===== src/pwmdu_pkg.sv =====
// Package for the PWM duty-update and override channel.
// Assumes a 32-bit APB register bus and a single 100 MHz clock.
package pwmdu_pkg;
	// ----------------------------------------
	// Register byte offsets
	// ----------------------------------------
	localparam logic [7:0] OFF_TIME_BASE = 8'h00;
	localparam logic [7:0] OFF_GEN_CTRL = 8'h04;
	localparam logic [7:0] OFF_OUT_CTRL = 8'h08;
	localparam logic [7:0] OFF_CHAN_DUTY = 8'h0C;
	localparam logic [7:0] OFF_MASTER_DUTY = 8'h10;
	localparam logic [7:0] OFF_PERIOD = 8'h14;
	localparam logic [7:0] OFF_STATUS = 8'h18;
	// ----------------------------------------
	// Field positions
	// ----------------------------------------
	localparam int TB_EN_BIT = 15;
	localparam int GC_IMM_BIT = 0;
	localparam int GC_SRC_BIT = 8;
	localparam int OC_SYNC_BIT = 0;
	localparam int OC_OVRL_BIT = 2;
	localparam int OC_OVRH_BIT = 3;
	localparam int OC_OVD_LO = 4;
	localparam int OC_MODE_LO = 10;
	// ----------------------------------------
	// Output modes
	// ----------------------------------------
	typedef enum logic [1:0] {
		PWMDU_MODE_COMP = 2'b00,
		PWMDU_MODE_PUSHPULL = 2'b01,
		PWMDU_MODE_REDUNDANT = 2'b10,
		PWMDU_MODE_INDEP = 2'b11
	} pwmdu_mode_e;
	// ----------------------------------------
	// Reset values and duty width
	// ----------------------------------------
	localparam logic [15:0] RST_PERIOD = 16'h0063;
	localparam logic [15:0] RST_DUTY = 16'h0000;
	localparam int DUTY_W = 16;
endpackage


===== src/pwmdu_top.sv =====
// One PWM channel: duty source select, boundary or immediate duty update,
// output modes and override, with an APB register slave.
// Assumes one clock; the power stage is driven by the high and low outputs.
`timescale 1ns/1ns
module pwmdu_top #(
	parameter int DW = pwmdu_pkg::DUTY_W
) (
	input wire logic pclk,
	input wire logic presetn,
	input wire logic psel,
	input wire logic penable,
	input wire logic pwrite,
	input wire logic [7:0] paddr,
	input wire logic [31:0] pwdata,
	output logic [31:0] prdata,
	output logic pready,
	output logic pslverr,
	output logic pwm_high,
	output logic pwm_low
);
	// ----------------------------------------
	// Register file
	// ----------------------------------------
	logic [15:0] time_base_control_reg_r;
	logic [15:0] generator_control_reg_r;
	logic [15:0] output_control_reg_r;
	logic [DW-1:0] channel_duty_reg_r;
	logic [DW-1:0] master_duty_reg_r;
	logic [DW-1:0] period_reg_r;
	logic [31:0] prdata_r;
	logic pslverr_r;
	logic pready_r;

	wire setup = psel & ~penable;
	wire access = psel & penable & pready_r;
	wire wr = access & pwrite;
	wire hit_tb = (paddr == pwmdu_pkg::OFF_TIME_BASE);
	wire hit_gc = (paddr == pwmdu_pkg::OFF_GEN_CTRL);
	wire hit_oc = (paddr == pwmdu_pkg::OFF_OUT_CTRL);
	wire hit_cd = (paddr == pwmdu_pkg::OFF_CHAN_DUTY);
	wire hit_md = (paddr == pwmdu_pkg::OFF_MASTER_DUTY);
	wire hit_pr = (paddr == pwmdu_pkg::OFF_PERIOD);
	wire hit_st = (paddr == pwmdu_pkg::OFF_STATUS);
	wire mapped = hit_tb | hit_gc | hit_oc | hit_cd | hit_md | hit_pr | hit_st;

	wire module_en = time_base_control_reg_r[pwmdu_pkg::TB_EN_BIT];
	wire imm_update = generator_control_reg_r[pwmdu_pkg::GC_IMM_BIT];
	wire src_master = generator_control_reg_r[pwmdu_pkg::GC_SRC_BIT];
	wire [1:0] mode = output_control_reg_r[pwmdu_pkg::OC_MODE_LO +: 2];
	wire ovr_h_en = output_control_reg_r[pwmdu_pkg::OC_OVRH_BIT];
	wire ovr_l_en = output_control_reg_r[pwmdu_pkg::OC_OVRL_BIT];
	wire [1:0] override_data_field = output_control_reg_r[pwmdu_pkg::OC_OVD_LO +: 2];
	wire ovr_sync_period = output_control_reg_r[pwmdu_pkg::OC_SYNC_BIT];

	// ----------------------------------------
	// Time base and duty path
	// ----------------------------------------
	logic [DW-1:0] count;
	logic boundary;
	logic [DW-1:0] active_period;
	logic [DW-1:0] active_duty;
	logic pp_phase_r;
	logic [1:0] ovr_en_r;
	logic [1:0] ovr_dat_r;
	logic pwm_high_r;
	logic pwm_low_r;

	pwmdu_counter #(.W(DW)) u_counter (
		.pclk(pclk),
		.presetn(presetn),
		.en(module_en),
		.period(active_period),
		.count(count),
		.boundary(boundary)
	);

	pwmdu_sync_hold #(.W(DW), .RST(pwmdu_pkg::RST_PERIOD)) u_period (
		.pclk(pclk),
		.presetn(presetn),
		.immediate(~module_en),
		.boundary(boundary),
		.d(period_reg_r),
		.q(active_period)
	);

	// Source chosen before the hold, so a source flip also waits for the boundary unless immediate update is set
	wire [DW-1:0] selected_duty = src_master ? master_duty_reg_r : channel_duty_reg_r;

	// Disabled module loads straight through so the first period is clean
	pwmdu_sync_hold #(.W(DW), .RST(pwmdu_pkg::RST_DUTY)) u_duty (
		.pclk(pclk),
		.presetn(presetn),
		.immediate(imm_update | ~module_en),
		.boundary(boundary),
		.d(selected_duty),
		.q(active_duty)
	);

	// The comparison sees only the held duty, and a zero duty never compares
	// true, so no boundary glitch can form on any mode.
	wire raw_pwm = module_en & (count < active_duty);
	wire duty_zero = (active_duty == '0);

	// Push-pull toggles which pin carries the pulse each period
	wire pp_toggle = boundary & (mode == pwmdu_pkg::PWMDU_MODE_PUSHPULL);

	logic gen_h;
	logic gen_l;
	always_comb begin
		gen_h = 1'b0;
		gen_l = 1'b0;
		unique case (mode)
			pwmdu_pkg::PWMDU_MODE_REDUNDANT: begin
				gen_h = raw_pwm & ~duty_zero;
				gen_l = raw_pwm & ~duty_zero;
			end
			pwmdu_pkg::PWMDU_MODE_PUSHPULL: begin
				gen_h = raw_pwm & ~duty_zero & ~pp_phase_r;
				gen_l = raw_pwm & ~duty_zero & pp_phase_r;
			end
			pwmdu_pkg::PWMDU_MODE_COMP: begin
				gen_h = raw_pwm;
				gen_l = module_en & ~raw_pwm;
			end
			pwmdu_pkg::PWMDU_MODE_INDEP: begin
				gen_h = raw_pwm;
				gen_l = raw_pwm;
			end
		endcase
	end

	// Override capture: on the next clock, or at the boundary when sync is set and the module is enabled
	wire ovr_take = ~ovr_sync_period | boundary | ~module_en;

	wire out_h_nxt = ovr_en_r[1] ? ovr_dat_r[1] : gen_h;
	wire out_l_nxt = ovr_en_r[0] ? ovr_dat_r[0] : gen_l;

	always_ff @(posedge pclk or negedge presetn) begin
		if (!presetn) begin
			pp_phase_r <= 1'b0;
			ovr_en_r <= 2'b00;
			ovr_dat_r <= 2'b00;
			pwm_high_r <= 1'b0;
			pwm_low_r <= 1'b0;
		end else begin
			if (!module_en) begin
				pp_phase_r <= 1'b0;
			end else if (pp_toggle) begin
				pp_phase_r <= ~pp_phase_r;
			end
			if (ovr_take) begin
				ovr_en_r <= {ovr_h_en, ovr_l_en};
				ovr_dat_r <= override_data_field;
			end
			pwm_high_r <= out_h_nxt;
			pwm_low_r <= out_l_nxt;
		end
	end

	// ----------------------------------------
	// APB slave
	// ----------------------------------------
	wire [31:0] status_word = {{(32 - DW - 3){1'b0}}, pp_phase_r, ovr_en_r[1], ovr_en_r[0], active_duty};
	wire [31:0] rd_mux =
		hit_tb ? {16'h0000, time_base_control_reg_r} :
		hit_gc ? {16'h0000, generator_control_reg_r} :
		hit_oc ? {16'h0000, output_control_reg_r} :
		hit_cd ? {{(32 - DW){1'b0}}, channel_duty_reg_r} :
		hit_md ? {{(32 - DW){1'b0}}, master_duty_reg_r} :
		hit_pr ? {{(32 - DW){1'b0}}, period_reg_r} :
		hit_st ? status_word : 32'h0000_0000;

	always_ff @(posedge pclk or negedge presetn) begin
		if (!presetn) begin
			pready_r <= 1'b0;
			prdata_r <= 32'h0000_0000;
			pslverr_r <= 1'b0;
		end else begin
			// No wait state: ready rises in the first access cycle
			pready_r <= setup;
			if (setup) begin
				prdata_r <= pwrite ? 32'h0000_0000 : rd_mux;
				pslverr_r <= ~mapped;
			end
		end
	end

	// Status is read-only; writes to it are silently ignored
	always_ff @(posedge pclk or negedge presetn) begin
		if (!presetn) begin
			time_base_control_reg_r <= 16'h0000;
			generator_control_reg_r <= 16'h0000;
			output_control_reg_r <= 16'h0000;
			channel_duty_reg_r <= pwmdu_pkg::RST_DUTY;
			master_duty_reg_r <= pwmdu_pkg::RST_DUTY;
			period_reg_r <= pwmdu_pkg::RST_PERIOD;
		end else if (wr) begin
			if (hit_tb) time_base_control_reg_r <= pwdata[15:0];
			if (hit_gc) generator_control_reg_r <= pwdata[15:0];
			if (hit_oc) output_control_reg_r <= pwdata[15:0];
			if (hit_cd) channel_duty_reg_r <= pwdata[DW-1:0];
			if (hit_md) master_duty_reg_r <= pwdata[DW-1:0];
			if (hit_pr) period_reg_r <= pwdata[DW-1:0];
		end
	end

	assign prdata = prdata_r;
	assign pready = pready_r;
	assign pslverr = pslverr_r;
	assign pwm_high = pwm_high_r;
	assign pwm_low = pwm_low_r;
endmodule


===== src/pwmdu_counter.sv =====
// Period counter of the time base with a boundary pulse.
// Assumes a period value held stable by the caller between boundaries.
`timescale 1ns/1ns
module pwmdu_counter #(
	parameter int W = 16
) (
	input wire logic pclk,
	input wire logic presetn,
	input wire logic en,
	input wire logic [W-1:0] period,
	output logic [W-1:0] count,
	output logic boundary
);
	wire wrap = (count >= period);
	always_ff @(posedge pclk or negedge presetn) begin
		if (!presetn) begin
			count <= '0;
		end else if (!en) begin
			count <= '0;
		end else if (wrap) begin
			count <= '0;
		end else begin
			count <= count + 1'b1;
		end
	end
	// Boundary marks the last count of a period
	assign boundary = en & wrap;
endmodule


===== src/pwmdu_sync_hold.sv =====
// Holding register that loads either immediately or at a boundary.
// Assumes load strobes from the same clock domain.
`timescale 1ns/1ns
module pwmdu_sync_hold #(
	parameter int W = 16,
	parameter logic [W-1:0] RST = '0
) (
	input wire logic pclk,
	input wire logic presetn,
	input wire logic immediate,
	input wire logic boundary,
	input wire logic [W-1:0] d,
	output logic [W-1:0] q
);
	wire take = immediate | boundary;
	always_ff @(posedge pclk or negedge presetn) begin
		if (!presetn) begin
			q <= RST;
		end else if (take) begin
			q <= d;
		end
	end
endmodule


===== config.mk =====
export PLATFORM = sky130hd
export DESIGN_NAME = pwmdu_top
export DESIGN_NICKNAME = d
export VERILOG_FILES = /design/src/pwmdu_pkg.sv /design/src/pwmdu_top.sv /design/src/pwmdu_counter.sv /design/src/pwmdu_sync_hold.sv
export SDC_FILE = /design/constraint.sdc
export NUM_CORES = 1
export LEC_CHECK = 0
export ABC_AREA = 1
export BUFFER_PORTS_ARGS = -buffer_cell sky130_fd_sc_hd__buf_2
export CAP_MARGIN = 20
export CORE_MARGIN = 2
export CORE_UTILIZATION = 50
export CTS_BUF_LIST = sky130_fd_sc_hd__clkbuf_4
export CTS_CLUSTER_DIAMETER = 100
export DETAILED_ROUTE_END_ITERATION = 7
export GPL_TIMING_DRIVEN = 0
export PLACE_DENSITY = 0.72
export RECOVER_POWER = 100
export REMOVE_ABC_BUFFERS = 1
export SKIP_CTS_REPAIR_TIMING = 1
export SLEW_MARGIN = 20
export SYNTH_ARGS = -nofsm -noshare
export SYNTH_HDL_FRONTEND = slang
export SYNTH_SLANG_ARGS = --single-unit

===== constraint.sdc =====
create_clock -name pclk -period 1.89 [get_ports pclk]
set_input_delay 0.189 -clock pclk [delete_from_list [all_inputs] [get_ports pclk]]
set_output_delay 0.189 -clock pclk [all_outputs]
set_load 0.01 [all_outputs]

; ---- After elaboration in Yosys (flattened, before gate mapping)
; Index checks and enable logic that the tools add are counted.
[op_classes]
n_reduce_logical = 10
n_mux = 17
n_eq_ne = 10
bitwise = 29
n_addsub = 1
magnitude_cmp = 2
[op_table]
columns = cell, count
row1 = $mux 19, 8
row2 = $mux 16, 3
row3 = $eq 8x5->1 const B, 3
row4 = $add 16x1->16 const B, 1
row5 = $eq 8x4->1 const B, 2
row6 = $ge 16x16->1, 1
row7 = $logic_not 16->1, 1
row8 = $lt 16x16->1, 1
row9 = $reduce_and 2->1, 6
row10 = $and 1x1->1, 11
row11 = $or 1x1->1, 11
row12 = $eq 8x3->1 const B, 1
row13 = $logic_not 8->1, 1
row14 = $not 1->1, 7
row15 = $eq 2x2->1 const B, 2
row16 = $mux 1, 4
row17 = $pmux 1 s4, 1
row18 = $pmux 1 s3, 1
row19 = $eq 2x1->1 const B, 1
row20 = $logic_not 2->1, 1
row21 = $ne 2x1->1 const B, 1
row22 = $reduce_or 2->1, 1
[word_totals]
regBits = 185
output_inout_bits = 36
wordCells = 86

; ---- Longest topological paths before layout
; Gate-level depths: netlist (run 1).
[depth]
depth_word = 9
mapped_depth = 15
depth_no_buf = 14

; ---- Modules after synthesis
; A second synthesis (run 1) with hierarchy kept.
[hier_totals]
cells_unflattened = 1077
hier_area_um2 = 8818.5
[by_module_without_submodules]
columns = module, area_each_um2, cells_per_inst, instances
row1 = pwmdu_top, 6296.0, 780, 1
row2 = pwmdu_counter, 1251.2, 161, 1
row3 = pwmdu_sync_hold at u_period, 638.1, 68, 1
row4 = pwmdu_sync_hold at u_duty, 633.1, 68, 1

; ---- Least setup slack after synthesis (run 1)
; No wires, ideal clock.
[synth_timing]
kind = register to register
start = reg u_period.q[1]
end = reg u_duty.q[11]
arrival_ps = 1840
required_ps = 1773
path_stages_with_launch = 16
setup_slack_ps = -67
path_cell_list = dfstp_2 > inv_1 > ha_1 > inv_1 > nor2_1 > nor2_1 > o21ai_1 > nand2_1 > o211ai_1 > nand2_1 > nand3_1 > nor2_2 > nand2_2 > buf_2 > nand2_1 > nand2_1
[synth_via]
elab_chain_len = 3
[synth_rtl]
columns = element, line
row1 = from (decl), pwmdu_sync_hold.sv:13  ; output logic [W-1:0] q
row2 = from (signal assigned), pwmdu_sync_hold.sv:18  ; q <= RST;
row3 = from (signal assigned), pwmdu_sync_hold.sv:20  ; q <= d;
row4 = $ge 16x16->1, pwmdu_counter.sv:14  ; wire wrap = (count >= period);
row5 = $and 1x1->1, pwmdu_counter.sv:27  ; assign boundary = en & wrap;
row6 = $or 1x1->1, pwmdu_sync_hold.sv:15  ; wire take = immediate | boundary;
row7 = to (signal assigned), pwmdu_sync_hold.sv:18
row8 = to (signal assigned), pwmdu_sync_hold.sv:20
row9 = to (decl), pwmdu_sync_hold.sv:13
; Every way passes these cells.
; A chain may end at the register's enable or synchronous reset.

; ---- Worst setup path after layout (run 1)
[layout_timing]
start = reg u_counter.count[9]
end = reg u_duty.q[0]
[layout_via]
elab_chain_len = 3
[layout_rtl]
columns = element, line
row1 = from (decl), pwmdu_counter.sv:11  ; output logic [W-1:0] count,
row2 = from (signal assigned), pwmdu_counter.sv:23  ; count <= count + 1'b1;
row3 = $ge 16x16->1, pwmdu_counter.sv:14
row4 = $and 1x1->1, pwmdu_counter.sv:27
row5 = $or 1x1->1, pwmdu_sync_hold.sv:15
; Every way passes these cells.

==> results.md, run 1 <==
Outcome:
- The flow ran to the end, but the final reports show violations.
- The final reports fail on negative hold slack, negative setup slack.

Die:
- The floorplan has 48 rows.
- The core region is ~17000 µm².
- The die boundary height is roughly 140 µm.
- The die covers 18500 µm².
- The die is roughly 140 µm wide.
- The initial utilization of the core area, before any placement, comes to 0.508.
- The top-level port count is 81.

Logic synthesis:
- In this run, synthesis inferred 0 flip-flops with an integrated enable.
- The async set-reset flop share out of synthesis is 1.00.
- The count of yosys warnings during synthesis is 0.
- In the synthesized netlist the dominant register cell turns out to be sky130_fd_sc_hd__dfrtp_1.
- The synthesized netlist cell count is around 1100.
- The count of unique library cells instantiated by Yosys is 35.
- Ranked by total cell area, the synthesized netlist is headed by sky130_fd_sc_hd__dfrtp_1, sky130_fd_sc_hd__nand2_1, sky130_fd_sc_hd__o21ai_0.
- Of all cell types, the one taking the most synthesized area is sky130_fd_sc_hd__dfrtp_1.
- The synthesized design contains between 150 and 200 register bits.
- The share of the Yosys chip area taken by registers is 0.495.
- Of the post-synthesis cell area, the dominant cell type holds 0.471.
- The average cell area after synthesis is around 8.0 µm².
- The cell area that synthesis handed to floorplanning was 8720 µm².

Setup path:
- The critical path depth in cells is 9.
- Traced cell by cell, the critical path runs through ha_1 -> a21oi_1 -> o21ai_1 -> a21oi_4 -> nand3_4 -> nor2_4 -> nand2_4 -> nand2_1 -> nand2_1.
- The number of cell instances on the worst register-to-register path is 9.
- In this run the register-to-register setup slack is -390 ps.
- The kind of cell with the highest combined delay along the critical path is simple AND/OR/NAND/NOR gates.
- The startpoint class of the critical path is a flip-flop.
- The data arrival time of the critical path is roughly 2800 ps.
- The capture point of the worst path is u_duty.q[0].
- The most frequent cell on the critical path is sky130_fd_sc_hd__nand2_1.
- Along the worst path, the maximum fanout reaches 8.
- The delay of the slowest cell on the worst path is between 400 and 500 ps.
- The startpoint of the worst setup timing path is u_counter.count[9].
- The cell at the slowest stage of the critical path is sky130_fd_sc_hd__dfrtp_2.
- The buffering stage count on the worst path with inverters included is 0.
- The worst setup path is of the flip-flop to flip-flop kind.
- The worst register-to-register path ends at u_duty.q[0].
- The startpoint of the worst-slack reg-to-reg timing path is u_counter.count[9].
- The element type at the critical path end is a flip-flop.
- STA puts the critical path data required time at about 2400 ps.

Detailed routing:
- The wire length per cell after detailed routing is roughly 17 µm.
- Wires add up to about 23000 µm.
- The number of nets still failing antenna checks after routing is 0.
- The detailed-route vias per instance is 5.36.
- The first-pass iteration count of the detailed router is 5.
- The number of DRC violations after detailed routing is 0.
- The detailed router's first-iteration violation count is a little under 700.
- Across all layers, the routed design uses around 7500 vias.

Global routing:
- The most used routing layer in global routing is met2.
- The global-route congestion overflow total is 0.
- For met2 alone, demand over resource in global routing was 0.383.
- For this run, the total global-route usage over all layers was measured as 0.244.
- The met1 track demand over resource is 0.347.
- The first global-routing pass estimated around 34000 µm of wire.
- For met3 alone, demand over resource in global routing was 0.0388.
- The via count of the first global-routing pass is 6635.
- The pin count of the biggest net entering global routing is 90.
- The initial antenna violation count is 1.

Placement:
- The final HPWL from detailed placement is ~14000 µm.
- The count of buffers added on input and output ports is between 50 and 60.
- The placer congestion estimate is between 0.8 and 0.9.
- The post-placement cell count is ~1300.

Timing:
- The worst-margin pin slew is about 1200 ps.
- The hold violation total from the final report is 6.
- Across all hold checks on the routed design, the worst slack comes to -13.2 ps.
- Subtracting the final worst setup slack from the clock period gives approximately 2300 ps.
- On the final layout, the worst clock skew is 30.7 ps.
- Across all setup checks in the final design, the least slack found is -395 ps.
- The final setup violation count is 53.
- Derived from the worst setup path, the maximum achievable clock frequency is 0.438 GHz.
- Setup repair after global routing could not meet its margin everywhere.
- Dividing the final minimum period by the clock period gives 1.21.
- The worst slew margin relative to its limit is 0.211.
- The max-slew violation count came to 0.

Clock network:
- The clock root buffer master is sky130_fd_sc_hd__clkbuf_4.
- The number of buffers added by the clock tree synthesis step is 17.
- The later pin in the worst-skew pair is clocked with a latency of 600 ps.
- The CTS tree is done.
- After clock tree synthesis, the clock-pin slew on the worst setup and hold paths is 140 ps.
- The buffer depth of the longest clock path is 2.
- The TritonCTS sink count is around 170.
- The depth of the CTS H-tree is 4.

Power and ir drop:
- In this run the static leakage power is slightly below 0.005 µW.
- Power spread over the standard cell area amounts to 622 nW/µm².
- Across the VDD grid, the largest voltage drop is roughly 0.00047 V.
- The power after layout is 6300 µW.

Final layout:
- After the flow finishes, the layout carries non-filler instances totaling 1401.
- For this run, the post-layout net count is around 1200.
- Leaving out fill and tap cells, the most frequent cells in the layout are sky130_fd_sc_hd__nand2_1, sky130_fd_sc_hd__dfrtp_1, sky130_fd_sc_hd__o21ai_0, sky130_fd_sc_hd__inv_1, sky130_fd_sc_hd__nor2_1.
- The relative area change from synthesis to final layout is 16.1%.
- In the final layout, the share of cells above drive strength 1 is 0.160.
- The most common cell after layout, fill and taps aside is sky130_fd_sc_hd__nand2_1.

Min path:
- The worst hold path belongs to the class input pin to flip-flop.

Run:
- The max-cap violation count is 0.
-- worst min path at each step --
| stage | slack, ps | depth (start not counted) | to | start |
|---|---|---|---|---|
| 6_report | -10 | 3 | period_reg_r[10] | pwdata[10] |
| 5_1_grt | 10 | 3 | channel_duty_reg_r[10] | pwdata[10] |
| 4_1_cts | -420 | 1 | prdata[0] | presetn |
| 3_5_place_dp | 240 | 1 | prdata[16] | presetn |
| 3_3_place_gp | 370 | 2 | pready | penable |
| 2_1_floorplan | -110 | 0 | channel_duty_reg_r[0] | presetn |
-- per-stage QoR --
step | setup TNS (ps) | hold WS [ps] | utilization | worst slack, ps | area, µm²
3_5_place_dp | -88510 | 235 | 0.528 | -1150 | 9070
2_1_floorplan | -24390 | -107 | - | -663 | 8460
3_3_place_gp | -479830 | 370 | 0.524 | -2100 | 9000
4_1_cts | -55350 | -418 | 0.545 | -1070 | 9370
5_1_grt | -20510 | 10.7 | 0.589 | -462 | 10100
6_report | -14790 | -13.2 | 0.589 | -395 | 10100
-- cells in the mapped netlist, drive strengths merged (2+ instances only) --
library cell and number:
buf 29, ha 36, mux2 9, xnor2 3
nand3 18, nand2 361, nand4 16, nor2 82
dfrtp 164, o41ai 2, nor3b 2, nor4 4
dfstp 8, o211ai 2, inv 102, nor3 7
a32o 2, clkbuf 28, o21ai 168, a21oi 37
xor2 5
-- flip-flops by register name (all words and copies together) (netlist names), 2 cells and up --
name / cells
channel_duty_reg_r: 16
u_duty.q: 16
period_reg_r: 16
prdata: 19
time_base_control_reg_r: 16
u_counter.count: 16
master_duty_reg_r: 16
ovr_dat_r: 2
ovr_en_r: 2
output_control_reg_r: 16
generator_control_reg_r: 16
u_period.q: 16
-- cell families (layout without fill, tap and decap cells) --
| kind of cell | Yosys count | in the layout | synth area share |
|---|---|---|---|
| AND/OR/NAND/NOR | 491 | 497 | 0.231 |
| flip-flops | 172 | 172 | 0.495 |
| AO/OA/AOI/OAI | 212 | 212 | 0.125 |
| XOR/XNOR | 8 | 8 | 0.00804 |
| other | 1 | 14 | 0.000430 |
| multiplexers | 9 | 9 | 0.0116 |
| adder cells (fa/ha/maj) | 36 | 36 | 0.0517 |
| buffers and inverters | 159 | 228 | 0.0781 |
-- metal layers --
layer / up-vias / share of wire / wire [µm]
met5: - / 0 / 0
li1: 3652 / - / -
met2: 282 / 0.45 / 10500
met1: 3536 / 0.46 / 10700
met3: 46 / 0.067 / 1550
met4: 0 / 0.029 / 668
-- tightest hold or removal path, cell delays in order --
cell                      delay (ps)
sky130_fd_sc_hd__buf_2            90
sky130_fd_sc_hd__inv_1           100
sky130_fd_sc_hd__o21ai_0         170
-- area by class of cell --
class | count | area (µm²)
fill | 1591 | 7060
sequential | 172 | 4320
timing repair buffer | 96 | 654
tap | 225 | 282
antenna | 1 | 2.50
clock buffer | 20 | 150
inverter | 102 | 383
multi-input combinational | 775 | 4180
clock inverter | 10 | 144
-- power by group --
group / total (µW) / internal (µW) / switching (µW)
Sequential: 3710 / 3700 / 13.7
Combinational: 320 / 95.1 / 225
Clock: 2260 / 951 / 1310
(Power assumes the default switching activity.)
==> inputs of run 2 (changes only) <==
--- a/config.mk
+++ b/config.mk
@@ -6,19 +6,20 @@
 export NUM_CORES = 1
 export LEC_CHECK = 0
 export ABC_AREA = 1
-export BUFFER_PORTS_ARGS = -buffer_cell sky130_fd_sc_hd__buf_2
 export CAP_MARGIN = 20
 export CORE_MARGIN = 2
 export CORE_UTILIZATION = 50
 export CTS_BUF_LIST = sky130_fd_sc_hd__clkbuf_4
 export CTS_CLUSTER_DIAMETER = 100
 export DETAILED_ROUTE_END_ITERATION = 7
+export DONT_BUFFER_PORTS = 1
 export GPL_TIMING_DRIVEN = 0
-export PLACE_DENSITY = 0.72
+export PLACE_DENSITY = 0.68
 export RECOVER_POWER = 100
 export REMOVE_ABC_BUFFERS = 1
 export SKIP_CTS_REPAIR_TIMING = 1
 export SLEW_MARGIN = 20
 export SYNTH_ARGS = -nofsm -noshare
 export SYNTH_HDL_FRONTEND = slang
+export SYNTH_HIERARCHICAL = 1
 export SYNTH_SLANG_ARGS = --single-unit
==> run 2 against run 1 <==
Net effect:
- the flow still finishes with violations (negative hold slack, negative setup slack)
- via count down 1.2%
- sequential share of layout area fell by 0.11 points
- combinational power shrank 37%
- largest power group unchanged
- worst setup slack worse by 8.6 ps
- critical path depth increased by 5
- clock power shrank 2%
==> results.md, run 2 <==
Setup path:
- The slowest stage of the critical path belongs to the cell sky130_fd_sc_hd__dfstp_2.
- The number of cell instances on the worst register-to-register path is 14 (+5).
- The startpoint class of the critical path is a flip-flop.
- The signal on the critical path passes through inv_2 -> ha_4 -> nand2_2 -> nor2_2 -> nor2_1 -> nand2_1 -> nand2_1 -> nand2_2 -> nand2_4 -> a21boi_4 -> buf_8 -> inv_6 -> nand3_4 -> mux2_4.
- The delay of the slowest cell on the worst path was 560 ps (+90 ps).
- The largest fanout on the critical path is 5 (-3).
- The buffering stage count on the worst path with inverters included is 3 (+3).
- The startpoint of the worst-slack reg-to-reg timing path is u_period/q[1].
- The capture instance of the worst register-to-register path is ovr_dat_r[1].
- The internal reg-to-reg setup slack came to -400 ps (about the same).
- The required time of the critical path is 2370 ps (-20 ps).
- The cell family contributing the most delay on the critical path is simple AND/OR/NAND/NOR gates.
- The data arrival time of the critical path is 2780 ps (about the same).
- The element type at the critical path end is a flip-flop.
- The type of the setup path with the least slack is flip-flop to flip-flop.

Final layout:
- The flip-flop count of the largest register, all copies and words added came to 19 (unchanged).
- The antenna diode instance count is 0 (-1).
- The layout filler cell count is 1536 (-3.5%).
- The area of the multi-input gates is 4250 µm² (+1.6%).
- The net total in the final layout is 1194 (-4.1%).
- The ratio of cells with drive above 1 in the final layout came to 0.180 (+0.0203).
- The library cell used most frequently in the layout, excluding fill and tap cells, is sky130_fd_sc_hd__nand2_1.
- The relative area change from synthesis to final layout is 15.2%.
- The register cell area after layout is 4330 µm² (about the same).
- Leaving out fill and tap cells, the most frequent cells in the layout are sky130_fd_sc_hd__nand2_1, sky130_fd_sc_hd__dfrtp_1, sky130_fd_sc_hd__o21ai_0, sky130_fd_sc_hd__inv_1, sky130_fd_sc_hd__nor2_1.
- The utilization after layout is 0.587 (-0.00207).

Timing:
- The final worst clock skew is 16.7 ps (-13.9 ps).
- The time the final worst path needs with I/O delays and setup is 2290 ps (+8.65 ps).
- The hold violation total from the final report came to 172 (+166).
- The worst slew margin relative to its limit is 0.261 (+0.0493).
- The worst-margin pin slew is 1110 ps (-74.0 ps).
- The highest achievable clock rate is 0.436 GHz (-0.38%).
- The final setup violation count is 128 (+140%).
- The sum of negative setup slack was -23120 ps (-8330 ps).
- Setup repair after global routing could not meet its margin everywhere.
- The max-slew violation count is 0 (unchanged).
- The hold slack is -723 ps (-710 ps).
- The share of the cycle needed by the critical path after routing is 1.21 (+0.00457).
- The final critical-path setup slack is -403 ps (-8.65 ps).

Logic synthesis:
- The count of yosys warnings during synthesis is 6 (+6).
- The synthesized-area fraction occupied by and/or/nand/nor cells is 0.216 (-0.0143).
- The share of cell area taken by muxes after synthesis is 0.00128 (-0.0103).
- The flip-flop and latch count after synthesis was 172 (unchanged).
- The commonest cells after synthesis are sky130_fd_sc_hd__nand2_1, sky130_fd_sc_hd__dfrtp_1, sky130_fd_sc_hd__o21ai_0.
- Sorting the synthesized cells by area gives the leading types as sky130_fd_sc_hd__dfrtp_1, sky130_fd_sc_hd__nand2_1, sky130_fd_sc_hd__o21ai_0.
- The fraction of synthesized cell area taken by the top area cell type is 0.465 (-0.00541).
- The post-synthesis sequential area ratio came to 0.489 (-0.00569).
- The xor and xnor area share after synthesis is 0.0139 (+0.00587).
- The synthesized netlist cell count is 1077 (-1.0%).
- The cell accounting for the most synthesized area is sky130_fd_sc_hd__dfrtp_1.
- The number of enable flip-flop cells after synthesis is 0 (unchanged).
- The cell with the most instances after synthesis is sky130_fd_sc_hd__nand2_1.
- The count of unique library cells instantiated by Yosys was 39 (+11%).
- The async set-reset flop share out of synthesis is 1.00 (unchanged).
- The most used flip-flop cell after synthesis is sky130_fd_sc_hd__dfrtp_1.
- The average cell area after synthesis came to 8.19 µm² (+2.2%).
- By area, the combinational part of the netlist is dominated by simple AND/OR/NAND/NOR gates.
- The cell area after technology mapping is 8820 µm² (+1.2%).
- The post-synthesis compound-gate area fraction was 0.148 (+0.0233).
- The adder and majority cell fraction of the synthesized area was 0.0511 (-0.000594).

Power and ir drop:
- The reported leakage power was 0.00492 µW (+2.4%).
- The power after layout came to 6130 µW (-2.7%).
- The worst ir drop on vdd is 0.000360 V (-23%).
- The areal power density over the cells is 603 nW/µm² (-3.0%).

Clock network:
- The number of buffers added by the clock tree synthesis step was 17 (unchanged).
- The depth of the CTS H-tree came to 4 (unchanged).
- The buffer depth of the longest clock path is 2 (unchanged).
- The tree is rooted in a sky130_fd_sc_hd__clkbuf_4.
- The clock-pin slew on the worst setup and hold paths is 150 ps (about the same).
- The clock latency reported for the late side of the worst-skew pair is 590 ps (about the same).
- The TritonCTS sink count is 172 (unchanged).
- The CTS tree is done.

Die:
- The top-level port count was 81 (unchanged).
- The overall die width came to 137 µm (+0.56%).
- The die boundary height is 137 µm (+0.56%).
- The core area is 17300 µm² (+0.70%).
- The count of standard-cell rows is 48 (unchanged).
- The floorplan die area came to 18700 µm² (+1.1%).
- The initial standard-cell utilization of the core is 0.510 (+0.00234).

Placement:
- The final HPWL from detailed placement is 14300 µm (+1.7%).
- The quantity of I/O buffers inserted on ports is 0 (-100%).
- The placer congestion estimate is 0.809 (-7.5%).

Detailed routing:
- The total wire length is 23300 µm (-0.15%).
- The via total after detailed routing is 7423 (-1.2%).
- The first-pass iteration count of the detailed router is 5 (unchanged).
- The detailed-route vias per instance was 5.49 (+2.4%).
- The detailed router's first-iteration violation count is 582 (-16%).
- The wire length per cell after detailed routing is 17.3 µm (+3.5%).
- The number of nets still failing antenna checks after routing was 0 (unchanged).
- The number of DRC violations after detailed routing came to 0 (unchanged).

Global routing:
- The wire length of the first global-routing pass came to 34100 µm (-0.94%).
- The met2 track demand over resource in global routing is 0.399 (+0.0161).
- The met1 track demand over resource was 0.319 (-0.0283).
- The pin count of the biggest net entering global routing is 173 (+92%).
- The met3 usage was 0.0404 (+0.00159).
- The global routing usage summed across all routing layers came to 0.236 (-0.00758).
- The via count of the first global-routing pass came to 6598 (-0.56%).
- The global-route congestion overflow total is 0 (unchanged).
- The initial antenna violation count is 0 (-1).
- After global routing, the most crowded layer is met2.

Outcome:
- The final reports fail on negative hold slack, negative setup slack.
- The flow ran to the end, but the final reports show violations.

Min path:
- The worst hold path belongs to the class input pin to async pin.

Run:
- The max-cap violation count was 0 (unchanged).
## run 2: changes by cell type after synthesis, sizes merged, moves of 9 or more
| cell | delta |
|---|---|
| o22ai | +9 |
| o221a | +14 |
| nor2 | -27 |
| nand4 | -9 |
| nand3 | +13 |
## run 2: per-stage QoR
stage | cell area (µm²) | setup WS [ps] | instances
2_1_floorplan | 8560 | -1290 | 1035
3_3_place_gp | 8840 | -2550 | 1260
3_5_place_dp | 8880 | -1010 | 1262
4_1_cts | 9180 | -1050 | 1294
5_1_grt | 10200 | -468 | 1351
6_report | 10200 | -403 | 1351
## run 2: final cells by class
| cell class | count | area share |
|---|---|---|
| Multi-Input combinational cell | 758 | 0.418 |
| Clock buffer | 18 | 0.0133 |
| Timing Repair Buffer | 57 | 0.0585 |
| Timing Repair inverter | 1 | 0.000493 |
| Inverter | 106 | 0.0400 |
| Tap cell | 225 | 0.0277 |
| Sequential cell | 172 | 0.426 |
| Clock inverter | 14 | 0.0156 |
## run 2: cells by family after synthesis
logic type / after synthesis
and+or+nand+nor: 457
buffers and inverters: 160
xor gates and xnor gates: 14
other: 1
muxes: 1
AOI/OAI and AO/OA: 236
adders and majority gates: 36
DFF: 172
## run 2: metal layers
| metal | vias to the layer above | routed length, µm |
|---|---|---|
| met2 | 247 | 11400 |
| met4 | 0 | 407 |
| li1 | 3556 | - |
| met1 | 3580 | 10200 |
| met5 | - | 0 |
| met3 | 40 | 1230 |
## run 2: power by group
group	leakage [µW]	internal [µW]	total (µW)	switching, µW
Combinational	0.00242	71.0	201	130
Sequential	0.00235	3700	3720	17.5
Clock	0.000150	825	2210	1380
Total	0.00492	4600	6130	1530
## run 2: worst max-delay path by stage
stage	startpoint	slack, ps	cells past startpoint	endpoint
final	u_period/q[1]	-400	14	ovr_dat_r[1]
after global routing	u_period/q[1]	-470	14	ovr_dat_r[1]
after CTS	u_counter/count[3]	-1050	13	ovr_dat_r[1]
after detailed placement	u_counter/count[3]	-1010	13	ovr_dat_r[1]
after global placement	u_counter/count[3]	-2550	12	ovr_dat_r[1]
after floorplan	u_period/q[1]	-1290	13	ovr_dat_r[1]
## run 2: worst register-to-register path: cells and delay by family (launching register included)
family | cells | cell delay, ps
buffers and inverters | 3 | 270
multiplexers | 1 | 300
flip-flops | 1 | 560
AO/OA/AOI/OAI | 1 | 220
adder cells (fa/ha/maj) | 1 | 260
AND/OR/NAND/NOR | 8 | 590
